==> src/core/csr_pkg.sv <==
// Constants, codes and carrier types for the charger setpoint register bank.
// Assumes current and voltage words count one mA or mV per LSB; the input-limit
// word counts two mA per LSB, so its range figures are in word units.
package csr_pkg;

    // Write-Word and Read-Word command codes
    localparam logic [7:0] CSR_CMD_CHARGE_CURRENT = 8'h14;
    localparam logic [7:0] CSR_CMD_CHARGE_VOLTAGE = 8'h15;
    localparam logic [7:0] CSR_CMD_INPUT_LIMIT = 8'h3f;

    // Field masks of the used bit positions
    localparam logic [15:0] CSR_MASK_CURRENT = 16'h1f80;
    localparam logic [15:0] CSR_MASK_VOLTAGE = 16'h7ff0;
    localparam logic [15:0] CSR_MASK_INPUT = 16'h1f80;

    // Voltage field ignores its top bit
    localparam int CSR_VOLT_TOP_BIT = 15;

    // Reset values
    localparam logic [15:0] CSR_RST_CURRENT = 16'h0000;
    localparam logic [15:0] CSR_RST_VOLTAGE = 16'h0000;
    localparam logic [15:0] CSR_RST_INPUT = 16'h0080;

    // Valid ranges
    localparam logic [15:0] CSR_CUR_MIN = 16'h0080;
    localparam logic [15:0] CSR_CUR_MAX = 16'h1f80;
    localparam logic [15:0] CSR_VOLT_MIN = 16'h0400;
    localparam logic [15:0] CSR_VOLT_MAX = 16'h4b00;
    localparam logic [15:0] CSR_IN_BAD_MAX = 16'h0080; // 256 mA, highest refused word
    localparam logic [15:0] CSR_IN_MAX = 16'h1580; // 11008 mA at two mA per LSB

    // Foldback and power-sharing figures in mA
    localparam logic [15:0] CSR_FOLD_DEEP_MA = 16'h00dc;
    localparam logic [15:0] CSR_FOLD_MID_MA = 16'h0bb8;
    localparam logic [15:0] CSR_SHARE_STEP_MA = 16'h0080;

    // Comparator inputs and their synchroniser width
    localparam int CSR_CMP_W = 4;
    localparam int CSR_CMP_BELOW_3V6 = 0;
    localparam int CSR_CMP_BELOW_2V5 = 1;
    localparam int CSR_CMP_ABOVE_2V7 = 2;
    localparam int CSR_CMP_INPUT_OVER = 3;

    // One word write from the serial engine
    typedef struct packed {
        logic [7:0] cmd;
        logic [15:0] data;
    } csr_wr_t;

    // Applied setpoints towards the analog loops
    typedef struct packed {
        logic [15:0] current_ma;
        logic [15:0] voltage_mv;
        logic [15:0] input_ma;
    } csr_apply_t;

endpackage

==> src/core/csr_top.sv <==
// Charger setpoint register bank: three word registers, range checks,
// charge permit, battery-voltage foldback and input power sharing.
// Assumes a word-level serial engine in front and comparator pins from the analog side.
`timescale 1ns/10ps
`default_nettype none

// Behaviour
// - Voltage bits 11-14 weigh 2048..16384 mV, bit15 ignored
// - Current bits 7-12 form 128..4096 mA code
// - Charge current written by command 0x14
// - Accept charge current 128 mA to 8064 mA
// - Charge current zero terminates charging
// - Out-of-range current clears register, stops charging
// - Between 2.5 and 3.6 V clamp at 3 A
// - Below 2.5 V force 220 mA until 2.7 V
// - Foldback keeps stored current, restores it afterwards
// - Reset clears current and voltage setpoints; charger off until both written
// - Switch drives off in reset and until start
// - Input over limit lowers charge current
// - Input limit written by command 0x3f
// - Accept input limit above 256 mA up to 11008 mA
// - Input write 1..256 mA clears, stops charging
// - Input limit resets to 256 mA
// - Input bits 7-11 weigh 256..4096 mA
// - Input bit 12 weighs 8192 mA, max 11008
// - Charge voltage written by command 0x15
// - Voltage outside 1024..19200 mV clears, stops charging
// - Voltage bits 4-10 weigh 16..1024 mV
module csr_top
    import csr_pkg::*;
(
    input wire logic clk,
    input wire logic resetn,
    input wire logic wr_en,
    input wire csr_wr_t wr_req,
    input wire logic rd_en,
    input wire logic [7:0] rd_cmd,
    input wire logic [CSR_CMP_W-1:0] cmp_pins,
    output logic [15:0] rd_data,
    output logic rd_valid,
    output csr_apply_t applied,
    output logic charge_enable,
    output logic hs_drive_on,
    output logic ls_drive_on
);

    // Range check of a charge-current word
    function automatic logic cur_ok(input logic [15:0] raw);
        cur_ok = (raw >= CSR_CUR_MIN) && (raw <= CSR_CUR_MAX);
    endfunction

    // Range check of a charge-voltage word, top bit ignored
    function automatic logic volt_ok(input logic [15:0] raw);
        logic [15:0] v;
        v = raw;
        v[CSR_VOLT_TOP_BIT] = 1'b0;
        volt_ok = (v >= CSR_VOLT_MIN) && (v <= CSR_VOLT_MAX);
    endfunction

    // Range check of an input-limit word; zero up to the 256 mA step is refused
    function automatic logic in_ok(input logic [15:0] raw);
        in_ok = (raw > CSR_IN_BAD_MAX) && (raw <= CSR_IN_MAX);
    endfunction

    logic [15:0] charge_current_setpoint; // Stored current word
    logic [15:0] charge_voltage_setpoint; // Stored voltage word
    logic [15:0] input_current_limit; // Stored input limit word
    logic [CSR_CMP_W-1:0] cmp_sync; // Filtered comparator levels
    logic fold_deep; // Deep foldback latch
    logic [15:0] share_cut; // Current taken away for system load
    logic [15:0] target_ma; // Current after foldback
    logic [15:0] next_cut; // Next power-sharing cut
    logic permit; // All setpoints nonzero

    // Comparator pins cross into the clock domain here
    csr_sync #(
        .WIDTH(CSR_CMP_W)
    ) u_sync (
        .clk(clk),
        .resetn(resetn),
        .pin_in(cmp_pins),
        .sync_out(cmp_sync)
    );

    // Charge-current register; invalid words clear it
    always_ff @(posedge clk or negedge resetn) begin
        if (!resetn) begin
            charge_current_setpoint <= CSR_RST_CURRENT;
        end else if (wr_en && wr_req.cmd == CSR_CMD_CHARGE_CURRENT) begin
            if (cur_ok(wr_req.data)) begin
                // Only the six code bits are kept
                charge_current_setpoint <= wr_req.data & CSR_MASK_CURRENT;
            end else begin
                // Zero and out-of-range both leave the register empty
                charge_current_setpoint <= CSR_RST_CURRENT;
            end
        end
    end

    // Charge-voltage register; invalid words clear it
    always_ff @(posedge clk or negedge resetn) begin
        if (!resetn) begin
            charge_voltage_setpoint <= CSR_RST_VOLTAGE;
        end else if (wr_en && wr_req.cmd == CSR_CMD_CHARGE_VOLTAGE) begin
            if (volt_ok(wr_req.data)) begin
                // Bits 4 to 14 carry 16 mV up to 16384 mV
                charge_voltage_setpoint <= wr_req.data & CSR_MASK_VOLTAGE;
            end else begin
                charge_voltage_setpoint <= CSR_RST_VOLTAGE;
            end
        end
    end

    // Input-limit register; resets to the lowest step, not to zero
    always_ff @(posedge clk or negedge resetn) begin
        if (!resetn) begin
            input_current_limit <= CSR_RST_INPUT;
        end else if (wr_en && wr_req.cmd == CSR_CMD_INPUT_LIMIT) begin
            if (in_ok(wr_req.data)) begin
                // Bits 7 to 12 carry 256 mA up to 8192 mA
                input_current_limit <= wr_req.data & CSR_MASK_INPUT;
            end else begin
                input_current_limit <= 16'h0000;
            end
        end
    end

    // Read answer one cycle after the request; unknown commands read zero
    always_ff @(posedge clk or negedge resetn) begin
        if (!resetn) begin
            rd_data <= 16'h0000;
            rd_valid <= 1'b0;
        end else begin
            rd_valid <= rd_en;
            if (rd_en) begin
                unique case (rd_cmd)
                    CSR_CMD_CHARGE_CURRENT: rd_data <= charge_current_setpoint;
                    CSR_CMD_CHARGE_VOLTAGE: rd_data <= charge_voltage_setpoint;
                    CSR_CMD_INPUT_LIMIT: rd_data <= input_current_limit;
                    default: rd_data <= 16'h0000;
                endcase
            end
        end
    end

    // Charging allowed only with every setpoint nonzero after its checks.
    // Current and voltage registers start at zero, so this also waits for both writes after reset.
    assign permit = (charge_current_setpoint != 16'h0000)
        && (charge_voltage_setpoint != 16'h0000)
        && (input_current_limit != 16'h0000);

    // Deep foldback latch with hysteresis between 2.5 V and 2.7 V
    always_ff @(posedge clk or negedge resetn) begin
        if (!resetn) begin
            fold_deep <= 1'b0;
        end else if (cmp_sync[CSR_CMP_BELOW_2V5]) begin
            fold_deep <= 1'b1;
        end else if (cmp_sync[CSR_CMP_ABOVE_2V7]) begin
            fold_deep <= 1'b0;
        end
    end

    // Foldback acts on the applied value only; the register is untouched
    always_comb begin
        target_ma = charge_current_setpoint;
        if (fold_deep) begin
            target_ma = CSR_FOLD_DEEP_MA;
        end else if (cmp_sync[CSR_CMP_BELOW_3V6] && charge_current_setpoint > CSR_FOLD_MID_MA) begin
            target_ma = CSR_FOLD_MID_MA;
        end
    end

    // Power sharing: ramp the cut one step per cycle, a crude digital loop
    // that trades smoothness for a fixed, small amount of logic.
    always_comb begin
        next_cut = share_cut;
        if (cmp_sync[CSR_CMP_INPUT_OVER]) begin
            if (share_cut < target_ma) begin
                next_cut = share_cut + CSR_SHARE_STEP_MA;
            end
        end else if (share_cut >= CSR_SHARE_STEP_MA) begin
            next_cut = share_cut - CSR_SHARE_STEP_MA;
        end else begin
            next_cut = 16'h0000;
        end
    end

    // Power-sharing cut register
    always_ff @(posedge clk or negedge resetn) begin
        if (!resetn) begin
            share_cut <= 16'h0000;
        end else begin
            share_cut <= next_cut;
        end
    end

    // Applied setpoints and permit, all registered
    always_ff @(posedge clk or negedge resetn) begin
        if (!resetn) begin
            applied <= '0;
            charge_enable <= 1'b0;
        end else begin
            charge_enable <= permit;
            applied.voltage_mv <= charge_voltage_setpoint;
            applied.input_ma <= input_current_limit;
            if (!permit) begin
                applied.current_ma <= 16'h0000;
            end else if (share_cut >= target_ma) begin
                applied.current_ma <= 16'h0000;
            end else begin
                applied.current_ma <= target_ma - share_cut;
            end
        end
    end

    // Both switch drives stay off until the charger is permitted
    always_ff @(posedge clk or negedge resetn) begin
        if (!resetn) begin
            hs_drive_on <= 1'b0;
            ls_drive_on <= 1'b0;
        end else begin
            hs_drive_on <= permit;
            ls_drive_on <= permit;
        end
    end
endmodule

`default_nettype wire

==> src/core/csr_sync.sv <==
// Three-stage synchroniser with agreement filter for comparator pins.
// Assumes asynchronous inputs; output moves once stages two and three agree.
`timescale 1ns/10ps
`default_nettype none

module csr_sync
    import csr_pkg::*;
#(
    parameter int WIDTH = CSR_CMP_W
) (
    input wire logic clk,
    input wire logic resetn,
    input wire logic [WIDTH-1:0] pin_in,
    output logic [WIDTH-1:0] sync_out
);

    // Per-bit chain, kept separate so each bit filters on its own
    genvar gi;
    generate
        for (gi = 0; gi < WIDTH; gi = gi + 1) begin : g_bit
            logic ff1; // Metastable stage, read by ff2 only
            logic ff2; // Settled stage
            logic ff3; // Agreement stage

            // Shift chain
            always_ff @(posedge clk or negedge resetn) begin
                if (!resetn) begin
                    ff1 <= 1'b0;
                    ff2 <= 1'b0;
                    ff3 <= 1'b0;
                end else begin
                    ff1 <= pin_in[gi];
                    ff2 <= ff1;
                    ff3 <= ff2;
                end
            end

            // Accept a change only when two settled stages agree
            always_ff @(posedge clk or negedge resetn) begin
                if (!resetn) begin
                    sync_out[gi] <= 1'b0;
                end else if (ff2 == ff3) begin
                    sync_out[gi] <= ff3;
                end
            end
        end
    endgenerate

endmodule

`default_nettype wire

==> config.mk <==
export PLATFORM = sky130hd
export DESIGN_NAME = csr_top
export DESIGN_NICKNAME = d
export VERILOG_FILES = /design/src/core/csr_pkg.sv /design/src/core/csr_top.sv /design/src/core/csr_sync.sv
export SDC_FILE = /design/constraint.sdc
export NUM_CORES = 1
export LEC_CHECK = 0
export BUFFER_PORTS_ARGS = -buffer_cell sky130_fd_sc_hd__buf_2
export CORE_UTILIZATION = 40
export CTS_BUF_LIST = sky130_fd_sc_hd__clkbuf_16
export CTS_CLUSTER_DIAMETER = 150
export DETAILED_ROUTE_END_ITERATION = 8
export GPL_TIMING_DRIVEN = 0
export PLACE_DENSITY = 0.65
export SYNTH_ARGS = -nofsm -noshare
export SYNTH_HDL_FRONTEND = slang
export SYNTH_SLANG_ARGS = --single-unit
==> constraint.sdc <==
create_clock -name clk -period 2.8 [get_ports clk]
set_input_delay 0 -clock clk [delete_from_list [all_inputs] [get_ports clk]]
set_output_delay 0 -clock clk [all_outputs]
set_load 0.02 [all_outputs]
# == Word-level counts from Yosys, hierarchy flattened ==
# Index checks and enable logic that the tools add are counted.
# Widths: inputs -> output; s select.
# totals
regBits,147
input_bits,40
output_inout_bits,68
elab_cells,77
# classes
addsub,3
magnitude_cmp,10
eq_ne,11
n_mux,13
reduce_logical,13
# ops
op,count
$mux 16,7
$pmux 16 s3,1
$reduce_bool 16->1,3
$eq 8x5->1 const B,4
$ge 16x8->1 const B,2
$le 16x13->1 const B,2
$mux 13,2
$add 16x8->16 const B,1
$eq 8x6->1 const B,2
$ge 16x16->1,1
$gt 16x12->1 const B,1
$gt 16x8->1 const B,1
$lt 16x16->1,1
$sub 16x16->16,1
$sub 16x8->16 const B,1
$ge 15x11->1 const B,1
$le 15x15->1 const B,1
$mux 15,1
$logic_and 1x1->1,9
$eq 1x1->1,4
$mux 1,2
$ne 2x2->1 const B,1
$reduce_bool 2->1,1

# == Depth between registers and ports, before layout ==
# logic_depth
ltp_word,7
mapped_depth,10
ltp_nobuf,9

# == Modules after synthesis ==
# A second synthesis with hierarchy kept.
# hier_totals
cells_unflattened,367
area_unflattened_um2,4145.2
# modules_own_cells
mod,n_inst,cells_each,area_per_inst_um2,seq_area_each_um2
csr_top,1,347,3699.8,1953.1
csr_sync,1,20,445.4,400.4

# == Worst setup path after synthesis ==
# No wires, ideal clock.
# synth_timing
path_type,register to register
startpoint,register charge_current_setpoint[10]
endpoint,register share_cut[10]
setup_time_ps,125
arrival_ps,2625
required_ps,2675
slack_ps,50
path_stages_with_launch,10
n_path_buf,0
synth_period_minus_slack_ps,2750
cell_sequence,dfrtp_1 a21o_1 a21oi_1 nand2b_1 ha_1 and2_1 and4_1 a211oi_1 nand2b_1 mux2_2
# synth_between
elab_chain_cells,6
# synth_lines
item,line,text
start: declaration,csr_top.sv:65,logic [15:0] charge_current_setpoint;
start signal: assignment,csr_top.sv:92,charge_current_setpoint <= wr_req.data & CSR_MASK_CURRENT;
$gt 16x12->1,csr_top.sv:168,end else if (cmp_sync[CSR_CMP_BELOW_3V6] && charge_current_setpoint > CSR_FOLD_MID_MA) begin
$logic_and 1x1->1,csr_top.sv:168,
$mux 16 (*),csr_top.sv:168,
$mux 16 (*),csr_top.sv:166,if (fold_deep) begin
$lt 16x16->1 (*),csr_top.sv:178,if (share_cut < target_ma) begin
$ne 2x2->1 (no line) (*),-,
end signal: assignment,csr_top.sv:193,share_cut <= next_cut;
end: declaration,csr_top.sv:70,logic [15:0] share_cut;
# Every way passes the cells marked *; elsewhere a longest branch is shown, timed or not.
# A chain may end at the register's enable or synchronous reset.

# == Worst setup path in the final report ==
# layout_timing
startpoint,register fold_deep
endpoint,register share_cut[10]
# layout_between
elab_chain_cells,3
# layout_lines
item,line,text
start: declaration,csr_top.sv:69,logic fold_deep;
start signal: assignment,csr_top.sv:155,fold_deep <= 1'b0;
start signal: assignment,csr_top.sv:157,fold_deep <= 1'b1;
start signal: assignment,csr_top.sv:159,fold_deep <= 1'b0;
$mux 16,csr_top.sv:166,
$lt 16x16->1,csr_top.sv:178,
$ne 2x2->1 (no line),-,
# No other way between the ends.

==> run summary <==
Clock-pin slew was measured on the worst setup and hold paths at ~70 ps. The worst hold path passes through 2 cells. The number of slew-limit violations in the final report is 0. The worst hold path terminates at input_current_limit[7]$_DFFE_PN1P_. TritonCTS built the clock tree. The endpoint identified for the worst register-to-register timing path is share_cut[10]$_DFFE_PN0P_. The fraction of synthesis flops using an asynchronous set or reset pin is 100.0%.

The final setup skew came out at 6.441 ps. The number of warnings issued by yosys came out at 0. The die span in x is 105.7 um. The period utilization came out at a little over nine tenths. The number of antenna repair diodes is 0. By area the synthesized netlist is led by sky130_fd_sc_hd__dfrtp_1, sky130_fd_sc_hd__buf_4, sky130_fd_sc_hd__ha_1. The start point of the worst hold path is wr_req[7]. The maximum achievable frequency came out at approximately 380 MHz. In this run the tool buffered the top-level ports with 84 buffer cells. The flow ran to the end, and the final reports show no timing, DRC or antenna violations. The number of global-route vias before repair came out at between 3,000 and 4,000. CTS built an H-tree with a depth of 3. Along the worst path, the maximum fanout reaches 8.

The HPWL after detailed placement came out at 6910 um. The analysis attributes to cell leakage a power of 2.802 nW. The clock latency of the later-clocked register in the worst-skew pair is between 300 and 400 ps.

The fraction of final layout cells with drive strength greater than 1 came out at 28.89%. The footprint of the multi-input gates came out at 1744 um2. The wire length per cell came out at ~14 um.

The total non-filler cell area in the finished layout came out at around 5500 um2. The sequential fraction of the synthesis area is 54.66%. The number of top-level pins is between 100 and 150. The global placement routability congestion came out at between 0.8 and 0.9. By startpoint and endpoint, the worst setup path is classified as reg2reg. The most numerous cell type found on the critical path is sky130_fd_sc_hd__and4_1. The die outline height came out at ~110 um. The total area of sequential cells is between 2000 and 2500 um2. The pin count of the biggest net entering global routing came out at 54. The worst relative slew slack came out at roughly two fifths. The flop and latch count out of synthesis came out at 94. The number of sinks driven by the clock tree is 94. The distinct cell type count after synthesis came out at 57. The final critical delay including setup and external delays came out at around 2600 ps. The total number of vias is 3,330.

Power spread over the standard cell area amounts to 665.6 nW/um2. The number of failing hold endpoints at the final stage came out at 0. The number of vias per cell is between 4 and 5. The starting density of the core is between 40% and 50%. The post-layout worst setup margin came out at between 150 and 200 ps. The global router's overall resource usage came out at between 10% and 20%. The signed area change from the synthesized netlist to the final layout came out at 27.23%. The total routed wirelength is ~9400 um.

The endpoint class of the critical path is a register. The wire length of the first global-routing pass is roughly 16,000 um. The number of antenna violations at the first check in global routing was 0. The signal on the critical path passes through a21oi_1 > and3_1 > ha_1 > and4_1 > and4_1 > a211oi_4 > nand2b_4 > mux2_2. The layout has 957 filler cells. The number of buffers created by CTS is 9.

The total number of nets in the final design is ~590. In the synthesized netlist, the number of instances is between 400 and 500. At the worst endpoint, the required time is between 3000 and 4000 ps. The peak supply drop came out at approximately 0.4 mV. The worst setup slack for register-to-register paths is approximately 170 ps. In this run the core area contains 37 standard-cell rows. Setup violations remaining at the end of the flow were counted as 0. The predominant post-synthesis flop cell is sky130_fd_sc_hd__dfrtp_1.

The post-place setup slack is -592.6 ps. The largest single stage delay on the critical path is about 520 ps. The area of the die came out at 11,180 um2. The maximum clock insertion buffer count came out at 2.

The placed instances occupy a cell area of 5009 um2. The worst setup path is launched from a register. The sum of internal, switching and leakage power came out at between 3 and 4 mW. The detailed router's first-iteration violation count came out at 137. The largest total area in the synthesized netlist belongs to sky130_fd_sc_hd__dfrtp_1. Across the run, the number of max-cap violations was 0. The worst hold path belongs to the class in2reg. In this run the critical register-to-register path is launched from fold_deep$_DFFE_PN0P_.

The number of cells on the worst reg-to-reg path is 8. The cell area after technology mapping is between 4000 and 5000 um2. The placeable core region is 10,370 um2. On the critical path, the stage with the largest delay is an instance of sky130_fd_sc_hd__dfrtp_1. The synthesized design contains 0 enable-type register cells.

The slew at the pin with the worst max-slew slack came out at roughly 920 ps. The post-detailed-route DRC marker count came out at 0. The mean post-synth cell area is ~11 um2. The total overflow reported by the global router is 0. The number of detailed-routing iterations run before antenna repair is 4.

The final core utilization is a little over half. The top cell type's share of synthesized area is roughly 54%. The residual antenna-violating net count after detailed routing came out at 0. The root buffer cell is sky130_fd_sc_hd__clkbuf_16.

The worst path arrival time is roughly 2900 ps.
-- area by class of cell --
| cell class | instances | share of cell area (%) |
|---|---|---|
| flip-flops and latches | 94 | 43.01 |
| well taps | 136 | 3.106 |
| clock buffers | 9 | 4.111 |
| repair buffers | 99 | 10.69 |
| plain buffers | 39 | 4.249 |
| inverters | 24 | 1.645 |
| multi-input cells | 268 | 31.84 |
| clock inverters | 7 | 1.348 |
-- per-layer routing --
metal / vias up / track usage, % / wire length (um)
met5: - / 0 / 0
met4: 0 / 4.167 / 68
met3: 9 / 4.205 / 343
met2: 72 / 30.58 / 4709
met1: 1601 / 23.59 / 4293
li1: 1648 / - / -
-- sequential cells by signal (all words and copies together), names as in the netlist, 4 cells and up --
signal,cells
charge_current_setpoint,6
u_sync.g_bit.ff3,4
u_sync.g_bit.ff2,4
charge_voltage_setpoint,11
input_current_limit,6
applied,32
u_sync.sync_out,4
u_sync.g_bit.ff1,4
rd_data,11
share_cut,9
-- cells in the mapped netlist (all sizes together), types with 6 or more instances --
cell    instances
a22oi           6
a21o            6
nand3           7
nor4            8
clkbuf         15
dfrtp          93
o22ai          11
a31o           13
a21oi          13
nand2          24
buf            25
o21ai          12
nor2           27
inv            24
nor3           18
ha             10
mux2i           6
and3            6
a22o            6
nor2b          11
-- logic make-up (layout without fill, tap and decap cells) --
kind of cell / Yosys count / count (layout) / share of synthesized area [%]
AO/OA/AOI/OAI: 87 / 87 / 14.18
XOR/XNOR: 6 / 6 / 1.221
adder cells (fa/ha/maj): 14 / 14 / 3.836
buffers and inverters: 64 / 178 / 7.585
flip-flops: 94 / 94 / 54.66
multiplexers: 10 / 10 / 2.528
other: 1 / 23 / 0.08710
AND/OR/NAND/NOR: 128 / 128 / 15.90
-- placed cells by master (no fill, tap or decap), types with 4 or more instances in the layout --
| cell type | instances |
|---|---|
| sky130_fd_sc_hd__conb_1 | 23 |
| sky130_fd_sc_hd__and3_1 | 5 |
| sky130_fd_sc_hd__nor4_1 | 8 |
| sky130_fd_sc_hd__dlygate4sd3_1 | 12 |
| sky130_fd_sc_hd__xnor2_1 | 5 |
| sky130_fd_sc_hd__nand2b_1 | 4 |
| sky130_fd_sc_hd__o22ai_1 | 11 |
| sky130_fd_sc_hd__nand2_1 | 24 |
| sky130_fd_sc_hd__a22oi_1 | 6 |
| sky130_fd_sc_hd__a31oi_1 | 4 |
| sky130_fd_sc_hd__mux2i_1 | 6 |
| sky130_fd_sc_hd__a31o_2 | 13 |
| sky130_fd_sc_hd__clkbuf_16 | 9 |
| sky130_fd_sc_hd__inv_1 | 24 |
| sky130_fd_sc_hd__nor3_1 | 18 |
| sky130_fd_sc_hd__nor2b_1 | 11 |
| sky130_fd_sc_hd__maj3_1 | 4 |
| sky130_fd_sc_hd__a21oi_1 | 12 |
| sky130_fd_sc_hd__buf_4 | 26 |
| sky130_fd_sc_hd__ha_1 | 9 |
| sky130_fd_sc_hd__nor2_1 | 27 |
| sky130_fd_sc_hd__a22o_1 | 6 |
| sky130_fd_sc_hd__dfrtp_1 | 91 |
| sky130_fd_sc_hd__nand3_1 | 7 |
| sky130_fd_sc_hd__o21ai_0 | 12 |
| sky130_fd_sc_hd__clkbuf_1 | 14 |
| sky130_fd_sc_hd__buf_2 | 83 |
| sky130_fd_sc_hd__a21o_1 | 6 |
-- power by group --
group	switching (mW)	leakage [nW]	total [mW]	internal, mW
Sequential	0.0955	1.23	1.55	1.45
Clock	0.515	0.143	1.21	0.695
Combinational	0.486	1.43	0.890	0.404
Total	1.10	2.80	3.65	2.55
-- through the flow --
stage,std cells,setup TNS [ps],hold slack (ps)
2_1_floorplan,426,0,-295.6
3_3_place_gp,646,-6751,107.9
3_5_place_dp,647,-8507,12.65
4_1_cts,676,0,3.122
5_1_grt,676,-2.906,4.465
6_report,676,0,8.694
-- how the worst max path moves through the flow --
stage                                                 start                   endpoint  slack, ps
floorplan           charge_current_setpoint[10]$_DFFE_PN0P_  share_cut[10]$_DFFE_PN0P_         50
global placement    charge_current_setpoint[12]$_DFFE_PN0P_  share_cut[12]$_DFFE_PN0P_       -490
detailed placement                    fold_deep$_DFFE_PN0P_  share_cut[10]$_DFFE_PN0P_       -590
CTS                 charge_current_setpoint[12]$_DFFE_PN0P_  share_cut[10]$_DFFE_PN0P_          7
global route        charge_current_setpoint[10]$_DFFE_PN0P_  share_cut[10]$_DFFE_PN0P_         -3
finish                                fold_deep$_DFFE_PN0P_  share_cut[10]$_DFFE_PN0P_        170
-- repair_timing --
item / 4_1_cts / 5_1_grt
gates resized for setup: 2 / 6
hold buffers: 12 / 0
gates cloned: 0 / 0
buffers inserted: 2 / 0
endpoints found under the hold margin: 53 / 0
endpoints found under the setup margin: 19 / 14
pin swaps: 1 / 1
-- critical path: cells and delay by family, from the launching register on --
kind / cells / cell delay, ps
mux: 1 / 340
simple gates: 4 / 930
compound gates: 2 / 360
fa+ha+maj: 1 / 370
flops: 1 / 520
(Power assumes the default switching activity.)
